File: config.mk
export PLATFORM = sky130hd
export DESIGN_NAME = scfs_top
export DESIGN_NICKNAME = d
export VERILOG_FILES = /design/src/verilog/scfs_pkg.sv /design/src/verilog/scfs_top.sv /design/src/verilog/scfs_timer.sv
export SDC_FILE = /design/constraint.sdc
export NUM_CORES = 1
export LEC_CHECK = 0
export BUFFER_PORTS_ARGS = -buffer_cell sky130_fd_sc_hd__buf_4
export CAP_MARGIN = 5
export CORE_MARGIN = 4
export CORE_UTILIZATION = 48
export DETAILED_ROUTE_END_ITERATION = 10
export PLACE_DENSITY = 0.84
export SETUP_SLACK_MARGIN = 0.02
export SLEW_MARGIN = 10
export SYNTH_ARGS = -nofsm -noshare
export SYNTH_HDL_FRONTEND = slang
export SYNTH_HIERARCHICAL = 1
export SYNTH_SLANG_ARGS = --single-unit
File: constraint.sdc
create_clock -name CORE_CLK -period 2.75 [get_ports CORE_CLK]
set_input_delay 0.55 -clock CORE_CLK [delete_from_list [all_inputs] [get_ports CORE_CLK]]
set_output_delay 0.55 -clock CORE_CLK [all_outputs]
set_load 0.005 [all_outputs]
File: src/verilog/scfs_pkg.sv
// package for the short-circuit fault sequencer
// assumes a single 250 MHz core clock domain
package scfs_pkg;
	// ************************************************************
	// timing
	// ************************************************************
	localparam int CLK_MHZ = 250;
	localparam int SAFE_US = 200;
	localparam int SAFE_CYC = SAFE_US * CLK_MHZ;
	localparam int FAULT_CYC_DEF = 32'h0013_12D0;
	localparam int REG_CYCLES = 8;
	localparam int CNT_W = 24;
	// ************************************************************
	// register map (own choice; no offsets printed)
	// ************************************************************
	localparam logic [7:0] OFS_CTRL = 8'h00;
	localparam logic [7:0] OFS_STAT = 8'h04;
	localparam logic [7:0] OFS_IRQ = 8'h08;
	localparam logic [7:0] OFS_MASK = 8'h0C;
	localparam int CTRL_LATCHED = 0;
	localparam int CTRL_EARLY = 1;
	localparam int EV_W = 4;
	localparam int EV_FAULT = 0;
	localparam int EV_LATCH = 1;
	localparam int EV_UV = 2;
	localparam int EV_ARM = 3;
	localparam logic [1:0] RESP_OK = 2'h0;
	localparam logic [1:0] RESP_ERR = 2'h2;

	typedef enum logic [2:0] {
		ST_OFF = 3'h0,
		ST_SAFE = 3'h1,
		ST_RUN = 3'h2,
		ST_WAIT1 = 3'h3,
		ST_WAIT2 = 3'h4,
		ST_LATCH = 3'h5
	} scfs_state_type;

	// supply comparator events, one cycle each
	typedef struct packed {
		logic start_ev;
		logic min_ev;
		logic reset_ev;
		logic uv_ev;
	} scfs_supply_type;
endpackage

File: src/verilog/scfs_top.sv
// short-circuit fault sequencer: drive gating, hiccup and latch
// assumes synchronous inputs and an AXI4-Lite master on CORE_CLK
//
// Overview of operation
// RULE_01 - a peak limit hit raises the error flag and starts the timer.
// RULE_02 - in auto-recovery, undervoltage or timer expiry stops drive.
// RULE_03 - a fault stop skips one supply start and restarts on the next.
// RULE_04 - every restart after double hiccup runs the soft-start.
// RULE_05 - in latched mode timer expiry latches off until supply reset.
// RULE_06 - early-short detection works only with the latched variant.
// RULE_07 - with early-short on, a start-up's first pulse sets the armed flag.
// RULE_08 - undervoltage while armed latches off at once.
// RULE_09 - eight regulated cycles clear armed; later undervoltage recovers.
// RULE_10 - latched mode without early-short never arms; undervoltage recovers.
// RULE_11 - early-short detection is a build option, off by default.
// RULE_12 - regulation is setpoint below limit for eight cycles in a row.
// RULE_13 - first drive pulse waits 200 us after a supply start.
// RULE_14 - the fault timer reloads whenever the error flag drops.
//
// The implementer's own choices: the placing of the registers and the AXI4-Lite slave port.
`timescale 1ns/10ps
module scfs_top #(
	parameter bit EARLY_SHORT_OPT = 1'b0,
	parameter int FAULT_CYC = scfs_pkg::FAULT_CYC_DEF,
	parameter int SAFE_CYC = scfs_pkg::SAFE_CYC
) (
	input wire logic CORE_CLK,
	input wire logic NRST,
	input wire logic PEAK_LIMIT,
	input wire logic SETPOINT_LOW,
	input wire logic CYCLE_START,
	input wire scfs_pkg::scfs_supply_type SUPPLY,
	output logic DRIVE_EN,
	output logic SOFT_START,
	output logic LOW_POWER,
	output logic IRQ,
	input wire logic [7:0] AWADDR,
	input wire logic AWVALID,
	output logic AWREADY,
	input wire logic [31:0] WDATA,
	input wire logic [3:0] WSTRB,
	input wire logic WVALID,
	output logic WREADY,
	output logic [1:0] BRESP,
	output logic BVALID,
	input wire logic BREADY,
	input wire logic [7:0] ARADDR,
	input wire logic ARVALID,
	output logic ARREADY,
	output logic [31:0] RDATA,
	output logic [1:0] RRESP,
	output logic RVALID,
	input wire logic RREADY
);
	initial begin
		if (FAULT_CYC < 1 || FAULT_CYC >= (1 << scfs_pkg::CNT_W))
			$error("FAULT_CYC out of range");
		if (SAFE_CYC < 1 || SAFE_CYC >= (1 << scfs_pkg::CNT_W))
			$error("SAFE_CYC out of range");
	end

	scfs_pkg::scfs_state_type st_r, st_nxt;
	logic [scfs_pkg::CNT_W-1:0] safe_r;
	logic [3:0] reg_cnt_r;
	logic armed_r, start_seq_r, first_pulse_r;
	logic latched_mode_r, early_en_r;
	logic fault_exp, fault_stop, arm_trip;
	logic [scfs_pkg::EV_W-1:0] ev, irq_stat_r, irq_mask_r;
	logic aw_hold_r, w_hold_r;
	logic [7:0] awaddr_r;
	logic [31:0] wdata_r;
	logic do_write, rd_stat;

	// ************************************************************
	// fault timer
	// ************************************************************
	// RULE_01 RULE_14 timer runs on flag
	scfs_timer #(.W(scfs_pkg::CNT_W)) u_timer (
		.clk(CORE_CLK),
		.nrst(NRST),
		.load(scfs_pkg::CNT_W'(FAULT_CYC)),
		.run(PEAK_LIMIT && st_r == scfs_pkg::ST_RUN),
		.expired(fault_exp)
	);

	// RULE_08 armed undervoltage trips
	assign arm_trip = SUPPLY.uv_ev && armed_r;
	assign fault_stop = (SUPPLY.uv_ev || fault_exp) && st_r == scfs_pkg::ST_RUN;

	// ************************************************************
	// sequencer
	// ************************************************************
	// RULE_02 RULE_03 RULE_05 stop, hiccup, latch
	always_comb begin
		st_nxt = st_r;
		case (st_r)
			scfs_pkg::ST_OFF: begin
				if (SUPPLY.start_ev)
					st_nxt = scfs_pkg::ST_SAFE;
			end
			scfs_pkg::ST_SAFE: begin
				if (SUPPLY.uv_ev)
					st_nxt = scfs_pkg::ST_WAIT1;
				else if (safe_r == '0)
					st_nxt = scfs_pkg::ST_RUN;
			end
			scfs_pkg::ST_RUN: begin
				if (arm_trip || (fault_exp && latched_mode_r))
					st_nxt = scfs_pkg::ST_LATCH;
				else if (fault_stop)
					st_nxt = scfs_pkg::ST_WAIT1;
			end
			scfs_pkg::ST_WAIT1: begin
				// first supply start is deliberately ignored
				if (SUPPLY.start_ev)
					st_nxt = scfs_pkg::ST_WAIT2;
			end
			scfs_pkg::ST_WAIT2: begin
				if (SUPPLY.start_ev)
					st_nxt = scfs_pkg::ST_SAFE;
			end
			scfs_pkg::ST_LATCH: begin
				// hiccups ignored; only the reset level frees it
				if (SUPPLY.reset_ev)
					st_nxt = scfs_pkg::ST_OFF;
			end
			default: st_nxt = scfs_pkg::ST_OFF;
		endcase
		if (SUPPLY.reset_ev)
			st_nxt = scfs_pkg::ST_OFF;
	end

	always_ff @(posedge CORE_CLK) begin
		if (!NRST)
			st_r <= scfs_pkg::ST_OFF;
		else
			st_r <= st_nxt;
	end

	// RULE_13 safety delay count
	always_ff @(posedge CORE_CLK) begin
		if (!NRST || st_r != scfs_pkg::ST_SAFE)
			safe_r <= scfs_pkg::CNT_W'(SAFE_CYC - 1);
		else if (safe_r != '0)
			safe_r <= safe_r - 1'b1;
	end

	// RULE_04 soft-start on every restart
	always_ff @(posedge CORE_CLK) begin
		if (!NRST)
			start_seq_r <= 1'b0;
		else if (st_r == scfs_pkg::ST_SAFE)
			start_seq_r <= 1'b1;
		else if (st_r != scfs_pkg::ST_RUN)
			start_seq_r <= 1'b0;
		else if (reg_cnt_r == 4'(scfs_pkg::REG_CYCLES))
			start_seq_r <= 1'b0;
	end

	// ************************************************************
	// regulation and armed flag
	// ************************************************************
	// RULE_12 eight low setpoint cycles
	always_ff @(posedge CORE_CLK) begin
		if (!NRST || st_r != scfs_pkg::ST_RUN)
			reg_cnt_r <= 4'h0;
		else if (CYCLE_START) begin
			if (!SETPOINT_LOW)
				reg_cnt_r <= 4'h0;
			else if (reg_cnt_r != 4'(scfs_pkg::REG_CYCLES))
				reg_cnt_r <= reg_cnt_r + 4'h1;
		end
	end

	// first pulse of each start-up sequence
	always_ff @(posedge CORE_CLK) begin
		if (!NRST)
			first_pulse_r <= 1'b0;
		else if (st_r == scfs_pkg::ST_SAFE)
			first_pulse_r <= 1'b1;
		else if (CYCLE_START && DRIVE_EN)
			first_pulse_r <= 1'b0;
	end

	// RULE_06 RULE_10 RULE_11 arming gated by latched option
	// RULE_07 RULE_09 set on first pulse, clear on regulation
	always_ff @(posedge CORE_CLK) begin
		if (!NRST || st_r != scfs_pkg::ST_RUN)
			armed_r <= 1'b0;
		else if (first_pulse_r && CYCLE_START && early_en_r && latched_mode_r)
			armed_r <= 1'b1;
		else if (reg_cnt_r == 4'(scfs_pkg::REG_CYCLES))
			armed_r <= 1'b0;
	end

	// outputs from state
	always_ff @(posedge CORE_CLK) begin
		if (!NRST) begin
			DRIVE_EN <= 1'b0;
			SOFT_START <= 1'b0;
			LOW_POWER <= 1'b0;
		end else begin
			DRIVE_EN <= st_nxt == scfs_pkg::ST_RUN;
			SOFT_START <= st_nxt == scfs_pkg::ST_SAFE ||
				(st_nxt == scfs_pkg::ST_RUN && start_seq_r);
			LOW_POWER <= st_nxt == scfs_pkg::ST_WAIT1 ||
				st_nxt == scfs_pkg::ST_WAIT2 || st_nxt == scfs_pkg::ST_LATCH;
		end
	end

	// ************************************************************
	// interrupts
	// ************************************************************
	assign ev[scfs_pkg::EV_FAULT] = fault_stop;
	assign ev[scfs_pkg::EV_LATCH] = st_nxt == scfs_pkg::ST_LATCH &&
		st_r != scfs_pkg::ST_LATCH;
	assign ev[scfs_pkg::EV_UV] = SUPPLY.uv_ev;
	assign ev[scfs_pkg::EV_ARM] = first_pulse_r && CYCLE_START &&
		st_r == scfs_pkg::ST_RUN && early_en_r && latched_mode_r;

	// set wins over the clear-on-read
	always_ff @(posedge CORE_CLK) begin
		if (!NRST)
			irq_stat_r <= '0;
		else if (rd_stat)
			irq_stat_r <= ev;
		else
			irq_stat_r <= irq_stat_r | ev;
	end
	assign IRQ = |(irq_stat_r & irq_mask_r);

	// ************************************************************
	// axi4-lite slave
	// ************************************************************
	assign AWREADY = !aw_hold_r && !BVALID;
	assign WREADY = !w_hold_r && !BVALID;
	assign ARREADY = !RVALID;
	assign do_write = aw_hold_r && w_hold_r;
	assign rd_stat = ARVALID && ARREADY && ARADDR == scfs_pkg::OFS_IRQ;

	// capture address and data in either order
	always_ff @(posedge CORE_CLK) begin
		if (!NRST) begin
			aw_hold_r <= 1'b0;
			w_hold_r <= 1'b0;
			awaddr_r <= 8'h00;
			wdata_r <= 32'h0000_0000;
		end else begin
			if (AWVALID && AWREADY) begin
				aw_hold_r <= 1'b1;
				awaddr_r <= AWADDR;
			end else if (do_write)
				aw_hold_r <= 1'b0;
			if (WVALID && WREADY) begin
				w_hold_r <= 1'b1;
				wdata_r <= WSTRB[0] ? WDATA : 32'h0000_0000;
			end else if (do_write)
				w_hold_r <= 1'b0;
		end
	end

	// writable config; only the early-short bit is gated by the build option
	always_ff @(posedge CORE_CLK) begin
		if (!NRST) begin
			latched_mode_r <= 1'b0;
			early_en_r <= EARLY_SHORT_OPT;
			irq_mask_r <= '0;
			BVALID <= 1'b0;
			BRESP <= scfs_pkg::RESP_OK;
		end else if (do_write) begin
			BVALID <= 1'b1;
			BRESP <= scfs_pkg::RESP_OK;
			if (awaddr_r == scfs_pkg::OFS_CTRL) begin
				latched_mode_r <= wdata_r[scfs_pkg::CTRL_LATCHED];
				early_en_r <= EARLY_SHORT_OPT &&
					wdata_r[scfs_pkg::CTRL_EARLY];
			end else if (awaddr_r == scfs_pkg::OFS_MASK)
				irq_mask_r <= wdata_r[scfs_pkg::EV_W-1:0];
			else
				BRESP <= scfs_pkg::RESP_ERR;
		end else if (BVALID && BREADY)
			BVALID <= 1'b0;
	end

	// read data
	always_ff @(posedge CORE_CLK) begin
		if (!NRST) begin
			RVALID <= 1'b0;
			RDATA <= 32'h0000_0000;
			RRESP <= scfs_pkg::RESP_OK;
		end else if (ARVALID && ARREADY) begin
			RVALID <= 1'b1;
			RRESP <= scfs_pkg::RESP_OK;
			case (ARADDR)
				scfs_pkg::OFS_CTRL:
					RDATA <= {30'h0, early_en_r, latched_mode_r};
				scfs_pkg::OFS_STAT:
					RDATA <= {24'h0, armed_r, DRIVE_EN, 1'b0, st_r, 2'h0};
				scfs_pkg::OFS_IRQ: RDATA <= {28'h0, irq_stat_r};
				scfs_pkg::OFS_MASK: RDATA <= {28'h0, irq_mask_r};
				default: begin
					RDATA <= 32'h0000_0000;
					RRESP <= scfs_pkg::RESP_ERR;
				end
			endcase
		end else if (RVALID && RREADY)
			RVALID <= 1'b0;
	end
endmodule

File: src/verilog/scfs_timer.sv
// fault timer: counts down while the error flag is up
// assumes error flag synchronous to CORE_CLK
`timescale 1ns/10ps
module scfs_timer #(
	parameter int W = 24
) (
	input wire logic clk,
	input wire logic nrst,
	input wire logic [W-1:0] load,
	input wire logic run,
	output logic expired
);
	logic [W-1:0] cnt_r;

	// reload whenever the flag drops so only an unbroken fault counts
	always_ff @(posedge clk) begin
		if (!nrst || !run) begin
			cnt_r <= load;
		end else if (cnt_r != '0) begin
			cnt_r <= cnt_r - 1'b1;
		end
	end
	assign expired = run && (cnt_r == '0);
endmodule

==> summary.md <==
| Metric | Value |
|---|---|
| Via density | `5.160` |
| Post-Synth Adder-Cell Area | `1.569%` |
| Achievable frequency | `approximately 390 MHz` |
| Xor and xnor fraction of the mapped netlist area | `around 6.6%` |
| Buffers and inverters on the worst path | `0` |
| R2r setup slk | `0.16 ns` |
| Register bit count reported by yosys | `91` |
| Overall die height | `between 100 and 150 um` |
| Later-pin clock latency in the skew report | `0.37 ns` |
| Area used by sequential logic in the layout | `2062 um^2` |
| Final count of negative-setup-slack endpoints | `0` |
| ANT nets after route | `0` |
| Fraction of layout instances using a drive strength above 1 | `17.95%` |
| Maximum buffer depth of the clock tree | `2` |
| Overall die area | `11630 um^2` |
| Worst Setup Slack, final | `0.1636 ns` |
| Simple-gate area share of the yosys netlist | `between 20% and 30%` |
| Effective utilization at floorplan | `49.18%` |
| Global-route wire length before repair | `between 15 and 20 mm` |
| I/O pin count | `about 110` |
| Outcome | `complete, no violations` |
| Number of cell instances on the worst register-to-register path | `8` |
| Number of global-route vias before repair | `3768` |
| Fillcell total | `between 800 and 900` |
| Synthesis warning total | `6` |
| Number of levels in the clock H-tree | `3` |
| Async S/R FF share, synth | `0%` |
| Mean cell area of the mapped netlist | `8.943 um^2` |
| Total number of vias | `between 3000 and 4000` |
| Required time at the endpoint of the critical path | `3.02 ns` |
| Critical path class | `reg -> reg` |
| Clock transition at the registers of the reported paths | `0.10 ns` |
| Share of the clock period used by the worst path after layout | `94.05%` |
| Clock net sink count | `91` |
| Drt initial violations | `219` |
| RSZ-0062 raised after global routing | `no` |
| RePlAce Congestion | `slightly above 0.8` |
| Synth unique cells | `60` |
| Total routing usage reported by global routing | `18.00%` |
| Maximum fanout encountered on the critical timing path | `5` |
| Num CTS Buffers | `9` |
| Cell with the largest stage delay on the worst path | `sky130_fd_sc_hd__edfxtp_1` |
| Share of the synthesized area in compound gates (AO/OA/AOI/OAI) | `12.58%` |
| Final-report hold violation count | `0` |
| Area of the multi-input gates | `2614 um^2` |
| Clk root buf | `sky130_fd_sc_hd__clkbuf_8` |
| # nets final | `~700` |
| Critical path launch point type | `flop` |
| Number of cells on the worst hold path | `2` |
| Count of input and output buffers | `50` |
| Endpoint arrival time on the critical path | `2.86 ns` |
| Endpoint class of the critical path | `flop` |
| HPWL after detailed placement | `7.360 mm` |
| Overall die width | `107.8 um` |
| Number of antenna violations at the first check in global routing | `0` |
| Cell depth of the worst setup path | `8` |
| Total Neg Setup Slack | `0 ns` |
| Sequential fraction of the synthesis area | `43.10%` |
| Transition at the pin with the smallest max-transition slack | `0.5960 ns` |
| Pin count of the biggest net entering global routing | `39` |
| Area of the mapped netlist | `4785 um^2` |
| Core Rows | `36` |
| Portion of netlist area occupied by mux cells | `2.171%` |
| Count of flip-flops with a built-in enable after synthesis | `24` |
| Class of the tightest hold or removal check | `in -> reg` |
| Number of antenna diodes | `0` |
| Combinational family with the most area after synthesis | `simple AND/OR/NAND/NOR gates` |
| Worst VDD drop | `approximately 0.43 mV` |
| Post-Place Setup Slack | `roughly 0.071 ns` |
| Post-synth top flop | `sky130_fd_sc_hd__dfxtp_1` |
| Leakage power | `2.190 nW` |
| TritonCTS clock tree | `built` |
| Final critical-path required period | `2.586 ns` |
| Congestion Overflow GR | `0` |
| Longest individual stage delay on the worst path | `around 0.41 ns` |
| Worst relative slew slack | `between 60% and 70%` |
| Layout Area Growth over Synthesis | `17.49%` |
| Cell chain of the critical path | `or3_1, or3_4, nor4_4, nor3b_1, o32a_1, a21oi_2, a21oi_4, o41ai_2` |
| Post-route DRC violation count | `0` |
| Number of max-slew violations in the final report | `0` |
| Number of instances in the synthesized netlist | `between 500 and 600` |
| Final wirelength | `10.21 mm` |
| Cell area power density | `477.1 nW/um^2` |
| Initial DRT Pass Iterations | `4` |
| Wire length per cell | `roughly 13 um` |
| # Max-Cap Violations | `0` |
| Worst Skew | `0.01500 ns` |
| Gate family responsible for the most delay along the worst path | `simple AND/OR/NAND/NOR gates` |
| Core region area | `9729 um^2` |
## layout make-up
| type | instances | area share [%] |
|---|---|---|
| clock buffers | 11 | 2.715 |
| clock inverters | 5 | 1.135 |
| inverters | 12 | 0.8012 |
| multi-input cells | 436 | 46.49 |
| flip-flops and latches | 91 | 36.68 |
| well taps | 133 | 2.960 |
| repair buffers | 69 | 9.214 |
## cells by family (layout without fill, tap and decap cells)
logic type               Yosys count  after routing
XOR/XNOR                          36             36
adder cells (fa/ha/maj)            6              6
other                              2             52
buffers and inverters             58             97
flip-flops                        91             91
multiplexers                      10             10
AND/OR/NAND/NOR                  243            243
AO/OA/AOI/OAI                     89             89
## worst paths after layout
kind,start,endpoint
worst max register to register,u_timer/cnt_r[18],irq_stat_r[1]
worst min register to register,wdata_r[3],wdata_r[3]
worst max-delay path,u_timer/cnt_r[18],irq_stat_r[1]
worst min-delay path,ARVALID,RVALID
## metrics by stage
step	utilization [%]	hold slack [ns]	power, mW	area, um^2	cells
floorplan	-	0.4403	1.645	4987	585
global placement	55.39	0.4527	1.702	5389	741
detailed placement	55.39	0.4596	1.715	5389	741
CTS	57.61	0.4000	2.694	5605	757
global route	57.78	0.4075	2.792	5622	757
finish	57.78	0.4126	2.682	5622	757
## flip-flops by register name (all words and copies together) (netlist names), 3 cells and up
register       cells
reg_cnt_r          4
u_timer/cnt_r     24
awaddr_r           8
wdata_r            4
irq_mask_r         4
st_r               3
RDATA              6
irq_stat_r         3
safe_r            24
## where the power goes
part | internal [mW] | switching (mW) | leakage [nW]
sequential | 1.41 | 0.0395 | 0.798
combinational | 0.112 | 0.122 | 1.28
clock | 0.486 | 0.507 | 0.108
total | 2.01 | 0.669 | 2.19
## cell usage after synthesis, types with 7 or more instances
library cell                n  area [um^2]
sky130_fd_sc_hd__clkbuf_1  15        56.30
sky130_fd_sc_hd__nor2_1    49        183.9
sky130_fd_sc_hd__nor2b_1   13        81.33
sky130_fd_sc_hd__xor2_1    18        157.7
sky130_fd_sc_hd__nand2_1   68        255.2
sky130_fd_sc_hd__a21oi_1   11        55.05
sky130_fd_sc_hd__mux2i_1    7        70.07
sky130_fd_sc_hd__edfxtp_1  24        720.7
sky130_fd_sc_hd__or3_1     12        75.07
sky130_fd_sc_hd__o21ai_0   26        130.1
sky130_fd_sc_hd__xnor2_1   18        157.7
sky130_fd_sc_hd__nand3_1   12        60.06
sky130_fd_sc_hd__nor4_1     9        56.30
sky130_fd_sc_hd__buf_4     29        217.7
sky130_fd_sc_hd__nand2b_1  13        81.33
sky130_fd_sc_hd__inv_1     12        45.04
sky130_fd_sc_hd__a31oi_1    8        50.05
sky130_fd_sc_hd__a21boi_0  16        120.1
sky130_fd_sc_hd__or4_1     11        82.58
sky130_fd_sc_hd__dfxtp_1   67         1341
sky130_fd_sc_hd__nor3_1    17        85.08
## layer usage
layer | vias up | global-route usage (%) | share of wire [%]
met5 | - | 0 | 0
met4 | 0 | 7.574 | 1.6
met3 | 13 | 3.239 | 4.3
met2 | 87 | 31.48 | 52
met1 | 1837 | 21.61 | 42
li1 | 1969 | - | -
## timing repair
action | 4_1_cts | 5_1_grt
setup buffers | 0 | 0
gates resized for setup | 0 | 3
setup endpoints to repair | 0 | 1
hold buffers | 0 | 0
## layout by cell type (no fill, tap or decap), types with 3 or more instances in the layout
| cell type | synthesis | final |
|---|---|---|
| sky130_fd_sc_hd__mux2i_1 | 7 | 7 |
| sky130_fd_sc_hd__dfxtp_1 | 67 | 67 |
| sky130_fd_sc_hd__nor3_1 | 17 | 17 |
| sky130_fd_sc_hd__or2_2 | 6 | 6 |
| sky130_fd_sc_hd__a22oi_1 | 5 | 5 |
| sky130_fd_sc_hd__or3_1 | 12 | 11 |
| sky130_fd_sc_hd__nor4_1 | 9 | 8 |
| sky130_fd_sc_hd__and2_1 | 5 | 5 |
| sky130_fd_sc_hd__xnor2_1 | 18 | 18 |
| sky130_fd_sc_hd__buf_4 | 29 | 69 |
| sky130_fd_sc_hd__nand2_1 | 68 | 68 |
| sky130_fd_sc_hd__nand3b_1 | 6 | 6 |
| sky130_fd_sc_hd__nor3b_1 | 3 | 3 |
| sky130_fd_sc_hd__nand4_1 | 4 | 4 |
| sky130_fd_sc_hd__nor4_4 | 2 | 3 |
| sky130_fd_sc_hd__a21oi_1 | 11 | 10 |
| sky130_fd_sc_hd__nand2b_1 | 13 | 13 |
| sky130_fd_sc_hd__edfxtp_1 | 24 | 24 |
| sky130_fd_sc_hd__xor2_1 | 18 | 18 |
| sky130_fd_sc_hd__nor2_1 | 49 | 49 |
| sky130_fd_sc_hd__or4_1 | 11 | 11 |
| sky130_fd_sc_hd__a21boi_0 | 16 | 16 |
| sky130_fd_sc_hd__o31ai_1 | 6 | 6 |
| sky130_fd_sc_hd__ha_1 | 6 | 6 |
| sky130_fd_sc_hd__conb_1 | 2 | 52 |
| sky130_fd_sc_hd__nor2b_1 | 13 | 13 |
| sky130_fd_sc_hd__nand3_1 | 12 | 12 |
| sky130_fd_sc_hd__mux2_2 | 3 | 3 |
| sky130_fd_sc_hd__a31oi_1 | 8 | 8 |
| sky130_fd_sc_hd__clkbuf_8 | 0 | 9 |
| sky130_fd_sc_hd__inv_1 | 12 | 12 |
| sky130_fd_sc_hd__o21ai_0 | 26 | 26 |
Power figures use the tool's default switching activity.
